===== config.mk =====
export PLATFORM = sky130hd
export DESIGN_NAME = pic_card
export DESIGN_NICKNAME = d
export VERILOG_FILES = /design/src/pic_pkg.sv /design/src/pic_card.sv
export SDC_FILE = /design/constraint.sdc
export NUM_CORES = 1
export LEC_CHECK = 0
export BUFFER_PORTS_ARGS = -buffer_cell sky130_fd_sc_hd__buf_2
export CORE_MARGIN = 2
export CORE_UTILIZATION = 50
export DETAILED_ROUTE_END_ITERATION = 6
export PLACE_DENSITY_LB_ADDON = 0.1
export SLEW_MARGIN = 20
export SYNTH_ARGS = -nofsm -noshare
export SYNTH_HDL_FRONTEND = slang
export SYNTH_SLANG_ARGS = --single-unit

===== constraint.sdc =====
create_clock -name sys_clk -period 1.7 [get_ports sys_clk]
set_input_delay 0.17 -clock sys_clk [delete_from_list [all_inputs] [get_ports sys_clk]]
set_output_delay 0.17 -clock sys_clk [all_outputs]
set_load 0.01 [all_outputs]

===== src/pic_pkg.sv =====
// Constants, types and field layouts of the eight-input priority interrupt controller.
package pic_pkg;
   // ==========================================================================
   // Sizes.
   localparam int NUM_REQ = 8;
   localparam int CODE_W = 3;
   localparam int GRP_W = 2;
   localparam int DATA_W = 32;
   localparam int BYTE_W = 8;
   // ==========================================================================
   // Port indices; the byte address is four times the index.
   localparam logic [7:0] PORT_BASE_DEF = 8'hCC;
   localparam logic [1:0] PORT_MASK = 2'h0;
   localparam logic [1:0] PORT_VEC = 2'h1;
   localparam logic [1:0] PORT_CTL = 2'h2;
   localparam logic [1:0] PORT_SPARE = 2'h3;
   localparam int IDX_LSB = 2;
   localparam int IDX_MSB = 9;
   localparam int HI_LSB = 10;
   // ==========================================================================
   // Control port fields and reset values.
   localparam int CTL_CARD = 0;
   localparam int CTL_LOWER = 1;
   localparam logic [7:0] MASK_RST = 8'h00;
   localparam logic [7:0] HOLD_RST = 8'h00;
   localparam logic [1:0] CTL_RST = 2'h0;
   // ==========================================================================
   // Restart instruction layout.
   localparam logic [1:0] RST_HI = 2'h3;
   localparam logic [2:0] RST_LO = 3'h7;
   localparam logic [7:0] NO_REQ_BYTE = 8'h00;
   // ==========================================================================
   // Synchroniser lanes.
   localparam int SYN_W = 11;
   localparam int LANE_ACK = 8;
   localparam int LANE_FRZ = 9;
   localparam int LANE_CHAIN = 10;
   localparam logic [10:0] SYN_RST = 11'h7FF;

   typedef struct packed {
      logic vec_sel;
      logic [1:0] vec_group;
      logic poll_port;
      logic no_autoclear;
      logic no_chain;
      logic use_nmi;
   } pic_strap_t;

   localparam pic_strap_t STRAP_RST = '0;
endpackage


===== src/pic_card.sv =====
// Eight-input priority interrupt controller with an APB register port.
//
// Added by the designer: the APB interface to the registers and the placing of the registers.
`timescale 1ns/10ps
`default_nettype none
module pic_card #(
   parameter int ADDR_W = 12,
   parameter logic [7:0] PORT_BASE = pic_pkg::PORT_BASE_DEF,
   // Vector table contents, entry k in bits 8k+7..8k; default content is all zeros.
   parameter logic [255:0] VEC_TABLE = '0
) (
   // Clock and reset.
   input wire logic sys_clk,
   input wire logic arst_n,
   // APB slave.
   input wire logic psel,
   input wire logic penable,
   input wire logic pwrite,
   input wire logic [ADDR_W-1:0] paddr,
   input wire logic [31:0] pwdata,
   output logic [31:0] prdata,
   output logic pready,
   output logic pslverr,
   // Request inputs and their capture outputs.
   input wire logic [7:0] irq_request_in_n,
   output logic [7:0] request_captured_out_n,
   // Processor side.
   input wire logic intack_n,
   input wire logic spare_freeze_n,
   output logic int_req_o,
   output logic int_req_oe,
   output logic nmi_req_o,
   output logic nmi_req_oe,
   output logic [7:0] ack_data_o,
   output logic ack_data_oe,
   // Priority chain.
   input wire logic chain_in,
   output logic chain_out,
   // Straps.
   input wire pic_pkg::pic_strap_t straps
);
   // ==========================================================================
   // Elaboration checks.
   initial begin
      if (ADDR_W <= pic_pkg::HI_LSB) begin
         $error("ADDR_W must exceed 10");
      end
      if (PORT_BASE[1:0] != 2'h0) begin
         $error("PORT_BASE must be a multiple of four");
      end
   end

   // ==========================================================================
   // Input synchronisers.
   logic [10:0] s1_reg, s2_reg, s3_reg, stable_reg, stable_next;
   wire logic [10:0] syn_in = {chain_in, spare_freeze_n, intack_n, irq_request_in_n};
   wire logic [10:0] agree = ~(s2_reg ^ s3_reg);
   wire logic [10:0] fall = stable_reg & ~s2_reg & agree;
   wire logic [10:0] rise = ~stable_reg & s2_reg & agree;
   assign stable_next = (s2_reg & agree) | (stable_reg & ~agree);

   always_ff @(posedge sys_clk or negedge arst_n) begin
      if (!arst_n) begin
         s1_reg <= pic_pkg::SYN_RST;
         s2_reg <= pic_pkg::SYN_RST;
         s3_reg <= pic_pkg::SYN_RST;
         stable_reg <= pic_pkg::SYN_RST;
      end else begin
         s1_reg <= syn_in;
         s2_reg <= s1_reg;
         s3_reg <= s2_reg;
         stable_reg <= stable_next;
      end
   end

   // ==========================================================================
   // Strap capture after reset release.
   pic_pkg::pic_strap_t strap_reg;
   logic strap_done_reg;

   always_ff @(posedge sys_clk or negedge arst_n) begin
      if (!arst_n) begin
         strap_reg <= pic_pkg::STRAP_RST;
         strap_done_reg <= 1'b0;
      end else if (!strap_done_reg) begin
         strap_reg <= straps;
         strap_done_reg <= 1'b1;
      end
   end

   // ==========================================================================
   // APB decode.
   wire logic [7:0] port_idx = paddr[pic_pkg::IDX_MSB:pic_pkg::IDX_LSB];
   wire logic hi_zero = (paddr[ADDR_W-1:pic_pkg::HI_LSB] == '0);
   wire logic hit = hi_zero && (port_idx[7:2] == PORT_BASE[7:2]);
   wire logic [1:0] port_sel = port_idx[1:0];
   wire logic access = psel && penable;
   wire logic wr_ev = access && pwrite && hit;
   wire logic rd_ev = access && !pwrite && hit;
   wire logic rd_pend = psel && !pwrite && hit;
   wire logic wr_mask = wr_ev && (port_sel == pic_pkg::PORT_MASK);
   wire logic wr_hold = wr_ev && (port_sel == pic_pkg::PORT_VEC);
   wire logic wr_ctl = wr_ev && (port_sel == pic_pkg::PORT_CTL);
   wire logic poll_rd = rd_ev && (port_sel == pic_pkg::PORT_VEC) && strap_reg.poll_port;

   // ==========================================================================
   // Control ports.
   logic [7:0] mask_reg, hold_reg, latch_reg, latch_next;
   logic [1:0] ctl_reg, ctl_next;
   logic [2:0] frz_code_reg;
   logic frz_any_reg, frz_req_reg, frz_chain_reg;

   wire logic ack_now = !stable_reg[pic_pkg::LANE_ACK];
   wire logic ack_end = rise[pic_pkg::LANE_ACK];
   wire logic auto_ev = (ack_end || poll_rd) && !strap_reg.no_autoclear && frz_any_reg;

   // Unless auto clear or the chain is strapped off, lower cards stay blocked after a service until software clears the bit.
   always_comb begin
      ctl_next = ctl_reg;
      if (wr_ctl) begin
         ctl_next = pwdata[1:0];
      end
      if (auto_ev) begin
         ctl_next[pic_pkg::CTL_LOWER] = 1'b1;
      end
   end

   always_ff @(posedge sys_clk or negedge arst_n) begin
      if (!arst_n) begin
         mask_reg <= pic_pkg::MASK_RST;
         hold_reg <= pic_pkg::HOLD_RST;
         ctl_reg <= pic_pkg::CTL_RST;
      end else begin
         if (wr_mask) begin
            mask_reg <= pwdata[7:0];
         end
         if (wr_hold) begin
            hold_reg <= pwdata[7:0];
         end
         ctl_reg <= ctl_next;
      end
   end

   // ==========================================================================
   // Request latches.
   genvar gi;
   generate
      for (gi = 0; gi < pic_pkg::NUM_REQ; gi++) begin : g_latch
         wire logic set_i = fall[gi] && hold_reg[gi];
         wire logic auto_i = auto_ev && (frz_code_reg == 3'(gi));
         assign latch_next[gi] = set_i || (latch_reg[gi] && hold_reg[gi] && !auto_i);
      end
   endgenerate

   always_ff @(posedge sys_clk or negedge arst_n) begin
      if (!arst_n) begin
         latch_reg <= '0;
      end else begin
         latch_reg <= latch_next;
      end
   end

   assign request_captured_out_n = ~latch_reg;

   // ==========================================================================
   // Priority, chain and freeze.
   wire logic [7:0] enabled = latch_reg & mask_reg;
   logic [2:0] win_code;
   always_comb begin
      win_code = '0;
      for (int i = pic_pkg::NUM_REQ - 1; i >= 0; i--) begin
         if (enabled[i]) begin
            win_code = i[2:0];
         end
      end
   end

   wire logic chain_sync = stable_reg[pic_pkg::LANE_CHAIN];
   wire logic chain_eff = strap_reg.no_chain || chain_sync;
   wire logic card_on = chain_eff && !ctl_reg[pic_pkg::CTL_CARD];
   wire logic req_now = (|enabled) && card_on;
   wire logic chain_now = strap_reg.no_chain ? chain_sync :
      (chain_eff && !req_now && !ctl_reg[pic_pkg::CTL_LOWER]);
   wire logic freeze_now = ack_now || rd_pend || !stable_reg[pic_pkg::LANE_FRZ];

   always_ff @(posedge sys_clk or negedge arst_n) begin
      if (!arst_n) begin
         frz_code_reg <= '0;
         frz_any_reg <= 1'b0;
         frz_req_reg <= 1'b0;
         frz_chain_reg <= 1'b0;
      end else if (!freeze_now) begin
         frz_code_reg <= win_code;
         frz_any_reg <= |enabled;
         frz_req_reg <= req_now;
         frz_chain_reg <= chain_now;
      end
   end

   assign chain_out = frz_chain_reg;
   assign int_req_o = 1'b0;
   assign nmi_req_o = 1'b0;
   assign int_req_oe = frz_req_reg && !strap_reg.use_nmi;
   assign nmi_req_oe = frz_req_reg && strap_reg.use_nmi;

   // ==========================================================================
   // Response generators.
   wire logic [7:0] restart_byte = {pic_pkg::RST_HI, frz_code_reg, pic_pkg::RST_LO};
   wire logic [4:0] vec_idx = {strap_reg.vec_group, frz_code_reg};
   wire logic [7:0] vec_byte = VEC_TABLE[{vec_idx, 3'h0} +: pic_pkg::BYTE_W];
   wire logic [7:0] resp_byte = !frz_any_reg ? pic_pkg::NO_REQ_BYTE :
      (strap_reg.vec_sel ? vec_byte : restart_byte);
   logic [7:0] ack_data_reg;
   logic ack_oe_reg;

   always_ff @(posedge sys_clk or negedge arst_n) begin
      if (!arst_n) begin
         ack_data_reg <= pic_pkg::NO_REQ_BYTE;
         ack_oe_reg <= 1'b0;
      end else begin
         ack_data_reg <= resp_byte;
         ack_oe_reg <= ack_now && !strap_reg.poll_port;
      end
   end

   assign ack_data_o = ack_data_reg;
   assign ack_data_oe = ack_oe_reg;

   // ==========================================================================
   // APB read data.
   wire logic [7:0] rd_byte =
      (port_sel == pic_pkg::PORT_MASK) ? latch_reg :
      ((port_sel == pic_pkg::PORT_VEC) && strap_reg.poll_port) ? resp_byte :
      pic_pkg::NO_REQ_BYTE;
   assign prdata = (psel && !pwrite && hit) ? {24'h000000, rd_byte} : 32'h00000000;
   assign pready = 1'b1;
   assign pslverr = access && !hit;
endmodule
`default_nettype wire


==> impl_metrics.py, run 1 <==
metrics = {
    "outcome": {
        "status": "finished with violations",
        "violations": "negative setup slack",
    },
    "die": {
        "dieArea_um2": 7880,
        "initial_core_util": 0.523,
        "num_io_pins": 123,
        "coreArea_um2": 6870,
        "rows": 30,
        "dieWidth_um": 88.8,
        "fp.dieH_um": 88.8,
    },
    "sta": {
        "final.setup.worst_slack_ps": -25.2,
        "finalSetupViolCount": 7,
        "whs_ps": 39.8,
        "min_period_over_period": 1.01,
        "rsz0062_at_grt": "true",
        "finalHoldViolations": 0,
        "fin_crit_ps": 1730,
        "slew_violations": 0,
        "fmax_mhz": 580,
        "fin_setup_tns_ps": -142,
        "fin_skew_ps": 4.93,
    },
    "yosys": {
        "synth_top_cell_area_share": 0.322,
        "synth-seq-cells": 87,
        "synth_cells": 274,
        "yosysUniqueCellTypes": 48,
        "ys_seq_area_frac": 0.621,
        "synth-edff-count": 0,
        "async_reset_ff_frac": 1.00,
        "yosys.area.top_type": "dfstp_2",
        "synth_flop_cell": "dfstp_2",
        "synth_warnings": 0,
        "synthTopCellsByArea": "dfstp_2 32%, dfrtp_1 30%, mux2_2 6.9%",
        "syn_area_um2": 3590,
        "syn_area_per_cell_um2": 13.1,
    },
    "pwr": {
        "total_power_mw": 4.23,
        "ir_worst_vdd_uv": 588,
        "pwr_density_cell_nw_per_um2": 957,
        "p_leak_nw": 2.06,
    },
    "clock_tree": {
        "clk_transition_reported_paths_ps": 80,
        "cts_sinks": 87,
        "htree_levels": 3,
        "clock-root-buffer": "clkbuf_8",
        "cts_inserted_buffers": 9,
        "clockBufferDepth": 2,
        "worst_skew_pair.late_latency_ps": 360,
        "cts_tree": "yes",
    },
    "worst_setup_path": {
        "crit_required_ps": 1530,
        "regToRegSetupSlack_ps": 50,
        "cp-start-kind": "register",
        "cp_max_fo": 6,
        "critical_path_arrival_ps": 1560,
        "cp-end-kind": "output pin",
        "critical_path_class": "register to output pin",
    },
    "routing": {
        "drc": 0,
        "drt_wl_total_mm": 7.02,
        "dr.first_iter.drc_count": 106,
        "viasPerCell": 4.96,
        "post_drt_wl_per_cell_um": 14.9,
        "vias": 2343,
        "postRouteAntennaNets": 0,
        "firstDrtPassIters": 4,
    },
    "global_route": {
        "first_global_vias": 2418,
        "grt_overflow": 0,
        "grt_max_degree": 35,
        "antenna_found_initial": 0,
        "grt_use_total": 0.199,
        "grt_pass1_wl_mm": 11.5,
    },
    "final_layout": {
        "final_util": 0.644,
        "drive_gt1_frac": 0.481,
        "antenna_cells": 0,
        "final_net_count": 438,
        "area_delta_synth_final_pct": 23.1,
    },
    "place": {
        "routabilityCongestion": 0.857,
        "hpwl_mm": 4.99,
        "port_buffers": 67,
    },
    "run": {
        "drv_cap": 0,
    },
    "min_path": {
        "hold_path_class": "primary input to register",
    },
}
-- cells in the mapped netlist, types with 2 or more instances --
master,count
o21ai_0,12
nand3_1,2
mux2_2,22
a32o_1,2
nor3_1,5
a211oi_1,5
maj3_1,11
conb_1,2
o31ai_1,2
buf_4,31
nand2_1,13
nor2_1,10
and3_1,2
nor3b_1,8
a22oi_1,6
a21oi_1,4
inv_1,12
dfstp_2,44
nor2b_1,2
a31oi_1,4
and2_1,5
dfrtp_1,43
and4bb_2,2
-- power by group --
group	internal, mW	switching, mW	total, mW
sequential	2.22	0.0570	2.27
combinational	0.139	0.157	0.296
clock	0.957	0.706	1.66
total	3.31	0.919	4.23
-- worst max-delay path, cell delays in order, from the launching register on --
cell	delay, ps
dfrtp_1	390
and3b_2	210
and2_4	180
nor2_4	200
nor3_1	80
buf_2	140
-- cell families (layout without fill, tap and decap cells) --
| family | Yosys count | count (layout) | synth area share |
|---|---|---|---|
| AO/OA/AOI/OAI | 43 | 43 | 0.0860 |
| adder cells (fa/ha/maj) | 11 | 11 | 0.0306 |
| buffers and inverters | 45 | 121 | 0.0797 |
| flip-flops | 87 | 87 | 0.621 |
| multiplexers | 23 | 23 | 0.0717 |
| other | 2 | 28 | 0.00209 |
| AND/OR/NAND/NOR | 63 | 63 | 0.109 |
-- final timing paths --
kind	startpoint	to	cells after the start
max in group asynchronous	arst_n	s1_reg[1]	3
worst max-delay path	strap_reg[3]	prdata[5]	5
min in group asynchronous	arst_n	latch_reg[4]	2
worst min register to register	s1_reg[10]	s2_reg[10]	0
worst max register to register	strap_reg[3]	ctl_reg[1]	7
worst min-delay path	straps[3]	strap_reg[3]	2
-- layer usage --
metal / track usage / part of all wire / vias up
li1: - / - / 1100
met1: 0.244 / 0.43 / 1155
met2: 0.335 / 0.50 / 79
met3: 0.0597 / 0.056 / 9
met4: 0.0716 / 0.013 / 0
met5: 0 / 0 / -
-- timing repair --
action	in CTS	in global routing
hold buffers	12	0
setup buffers	4	2
pin swaps	2	0
gates resized for setup	7	3
hold endpoints to repair	18	0
endpoints found under the setup margin	8	8
-- per-stage QoR --
step                      std cells  area, um2  setup WS, ps
after floorplan                 300       3690           316
after global placement          439       3990           156
after detailed placement        439       3990           157
after CTS                       470       4400          4.49
after global routing            472       4420         -82.6
final                           472       4420         -25.2
-- layout by cell type, fill, tap and decap left out, drive strengths merged, types with 3 or more instances in the layout --
| cell | instances |
|---|---|
| nand2 | 13 |
| o21ai | 12 |
| inv | 12 |
| mux2 | 22 |
| nand3 | 3 |
| maj3 | 11 |
| o31ai | 3 |
| buf | 81 |
| dfrtp | 43 |
| nor3 | 5 |
| a22oi | 6 |
| and3 | 3 |
| dfstp | 44 |
| nor3b | 8 |
| clkbuf | 12 |
| a211oi | 5 |
| conb | 28 |
| nor2 | 11 |
| a21oi | 4 |
| a31oi | 4 |
| dlygate4sd3 | 12 |
| and2 | 7 |
-- area by class of cell --
| class | count | area, um2 |
|---|---|---|
| Multi-Input combinational cell | 168 | 1200 |
| Fill cell | 579 | 2450 |
| Clock buffer | 12 | 166 |
| Timing Repair Buffer | 93 | 579 |
| Clock inverter | 4 | 75.1 |
| Tap cell | 96 | 120 |
| Inverter | 12 | 45.0 |
| Sequential cell | 87 | 2230 |
(Power assumes the default switching activity.)
==> inputs of run 2 (changes only) <==
--- a/config.mk
+++ b/config.mk
@@ -5,6 +5,7 @@
 export SDC_FILE = /design/constraint.sdc
 export NUM_CORES = 1
 export LEC_CHECK = 0
+export ABC_AREA = 1
 export BUFFER_PORTS_ARGS = -buffer_cell sky130_fd_sc_hd__buf_2
 export CORE_MARGIN = 2
 export CORE_UTILIZATION = 50
==> run 2 against run 1 <==
Against the previous run:
- the run still ends with negative setup slack left
- first-iteration DRC count is 16% higher
- critical endpoint is now prdata[6]
- combinational power is 2% higher
- clock-buffer cell count is 1 lower
- highest routed layer unchanged
- via count is 13% higher
- clock power is 11% lower
- largest cell class unchanged
- largest power group unchanged
- maximum frequency is 0.84% higher
==> impl_metrics.py, run 2 <==
metrics = {
    "worst_setup_path": {
        "cp-end-kind": "output pin",
        "crit_family": "buffers and inverters",
        "critical_path_class": "register to output pin",
        "cp-start-kind": "register",
        "crit_required_ps": 1530,
        "cp_common_cell": "inv_2",
        "crit_buf_inv": 4,
        "cpMaxStageDelayCell": "dfrtp_1",
        "worstPathCellList": "inv_2 -> nor2_4 -> inv_2 -> o21ai_2 -> nand3_2 -> buf_6 -> a21oi_2 -> buf_2",
        "slowest_delay_ps": 350,
        "cp_max_fo": 4,
        "critical_path_arrival_ps": 1540,
    },
    "global_route": {
        "grt_use_total": 0.188,
        "grt_overflow": 0,
        "antenna_found_initial": 0,
        "grt_max_degree": 41,
        "first_global_vias": 2605,
        "grt_pass1_wl_mm": 12.1,
    },
    "final_layout": {
        "final_net_count": 537,
        "regArea_um2": 2230,
        "final.fill_count": 639,
        "final_util": 0.621,
        "final_common_cell": "nand2_1",
        "area_delta_synth_final_pct": 20.6,
        "multiInputGateArea_um2": 1190,
        "drive_gt1_frac": 0.366,
        "antenna_cells": 0,
        "layout_common_cells": "82 x nand2_1, 66 x buf_2, 44 x dfstp_2",
    },
    "routing": {
        "firstDrtPassIters": 4,
        "dr.first_iter.drc_count": 123,
        "postRouteAntennaNets": 0,
        "vias": 2641,
        "drc": 0,
        "viasPerCell": 4.60,
        "post_drt_wl_per_cell_um": 12.2,
        "drt_wl_total_mm": 7.00,
    },
    "pwr": {
        "pwr_density_cell_nw_per_um2": 906,
        "p_leak_nw": 2.27,
        "total_power_mw": 4.06,
        "ir_worst_vdd_uv": 520,
    },
    "clock_tree": {
        "clockBufferDepth": 2,
        "cts_inserted_buffers": 9,
        "clk_transition_reported_paths_ps": 90,
        "cts_sinks": 87,
        "cts_tree": "yes",
        "clock-root-buffer": "clkbuf_8",
        "worst_skew_pair.late_latency_ps": 350,
        "htree_levels": 3,
    },
    "yosys": {
        "synth_top_family_by_area": "simple AND/OR/NAND/NOR gates",
        "syn_area_um2": 3710,
        "synth-edff-count": 0,
        "synth_cells": 377,
        "synthMuxAreaShare": 0.0121,
        "async_reset_ff_frac": 1.00,
        "synth.most_common_cell": "nand2_1",
        "synth-seq-cells": 87,
        "synth_flop_cell": "dfstp_2",
        "synth_top_cell_area_share": 0.311,
        "synth_warnings": 0,
        "yosys.area.top_type": "dfstp_2",
        "ys_seq_area_frac": 0.601,
        "synth-simple-area-share": 0.194,
        "syn_area_per_cell_um2": 9.85,
        "synth_commonest_cells": "82 x nand2_1, 44 x dfstp_2, 43 x dfrtp_1, 41 x inv_1, 38 x nor2_1",
        "synthAdderAreaFrac": 0.00809,
        "yosysUniqueCellTypes": 28,
        "synth_compound_area_frac": 0.0670,
        "synthTopCellsByArea": "dfstp_2 31%, dfrtp_1 29%, nand2_1 8.3%",
        "synth_xor_xnor_area_share": 0,
    },
    "die": {
        "num_io_pins": 123,
        "dieArea_um2": 8130,
        "fp.dieH_um": 90.2,
        "rows": 31,
        "coreArea_um2": 7210,
        "initial_core_util": 0.515,
        "dieWidth_um": 90.2,
    },
    "min_path": {
        "hold_path_class": "primary input to register",
    },
    "sta": {
        "fmax_mhz": 585,
        "whs_ps": 48.3,
        "fin_crit_ps": 1710,
        "worst_pin_slew_ps": 524,
        "finalHoldViolations": 0,
        "final.setup.worst_slack_ps": -10.8,
        "slew_violations": 0,
        "rsz0062_at_grt": "true",
        "finalSetupViolCount": 3,
        "slew_headroom": 0.651,
        "fin_skew_ps": 7.14,
        "min_period_over_period": 1.01,
    },
    "place": {
        "port_buffers": 67,
        "hpwl_mm": 5.07,
        "preCtsSetupSlack_ps": 179,
        "routabilityCongestion": 0.812,
    },
    "outcome": {
        "violations": "negative setup slack",
        "status": "finished with violations",
    },
    "run": {
        "drv_cap": 0,
    },
}
[run 2: layout make-up]
class,count,share of cell area
clock buffers,11,0.0316
multi-input cells,238,0.265
clock inverters,5,0.0148
inverters,44,0.0369
repair buffers,90,0.125
well taps,99,0.0277
flip-flops and latches,87,0.499
[run 2: metal layers]
metal  wire, um  track usage  share of wire  vias up
met5          0            0              0        -
met4        116       0.0564          0.017        0
met3        363       0.0453          0.052       10
met2       3390        0.310           0.48       76
met1       3120        0.248           0.45     1236
li1           -            -              -     1319
[run 2: worst paths after layout]
path / from / to / slack (ps) / cells after the start
max in group asynchronous: arst_n / s3_reg[8] / 740 / 3
worst min-delay path: straps[0] / strap_reg[0] / 50 / 2
min in group asynchronous: arst_n / hold_reg[3] / 330 / 2
worst min register to register: s1_reg[2] / s2_reg[2] / 350 / 0
worst max-delay path: frz_any_reg / prdata[6] / -10 / 8
worst max register to register: frz_any_reg / latch_reg[7] / 440 / 8
[run 2: cells by family (layout without fill, tap and decap cells)]
family / count (synthesis) / after routing
and+or+nand+nor: 161 / 161
DFF: 87 / 87
buffers and inverters: 78 / 150
AOI/OAI and AO/OA: 42 / 42
muxes: 4 / 4
adders and majority gates: 3 / 3
other: 2 / 28
[run 2: metrics by stage]
| stage | std cells | instance area [um2] | setup TNS, ps |
|---|---|---|---|
| after global routing | 574 | 4480 | -570 |
| after floorplan | 403 | 3810 | 0 |
| after detailed placement | 542 | 4080 | 0 |
| after CTS | 573 | 4460 | -167 |
| after global placement | 542 | 4080 | 0 |
| final | 574 | 4480 | -29.5 |
[run 2: where the power goes]
part	internal, mW	switching, mW
clock network	0.735	0.741
logic	0.121	0.181
registers	2.22	0.0571
[run 2: timing repair]
item	in CTS	in global routing
resized for setup	12	2
endpoints found under the hold margin	30	0
hold buffers	12	0
pin swaps	2	2
setup buffers	3	1
setup endpoints to repair	7	8
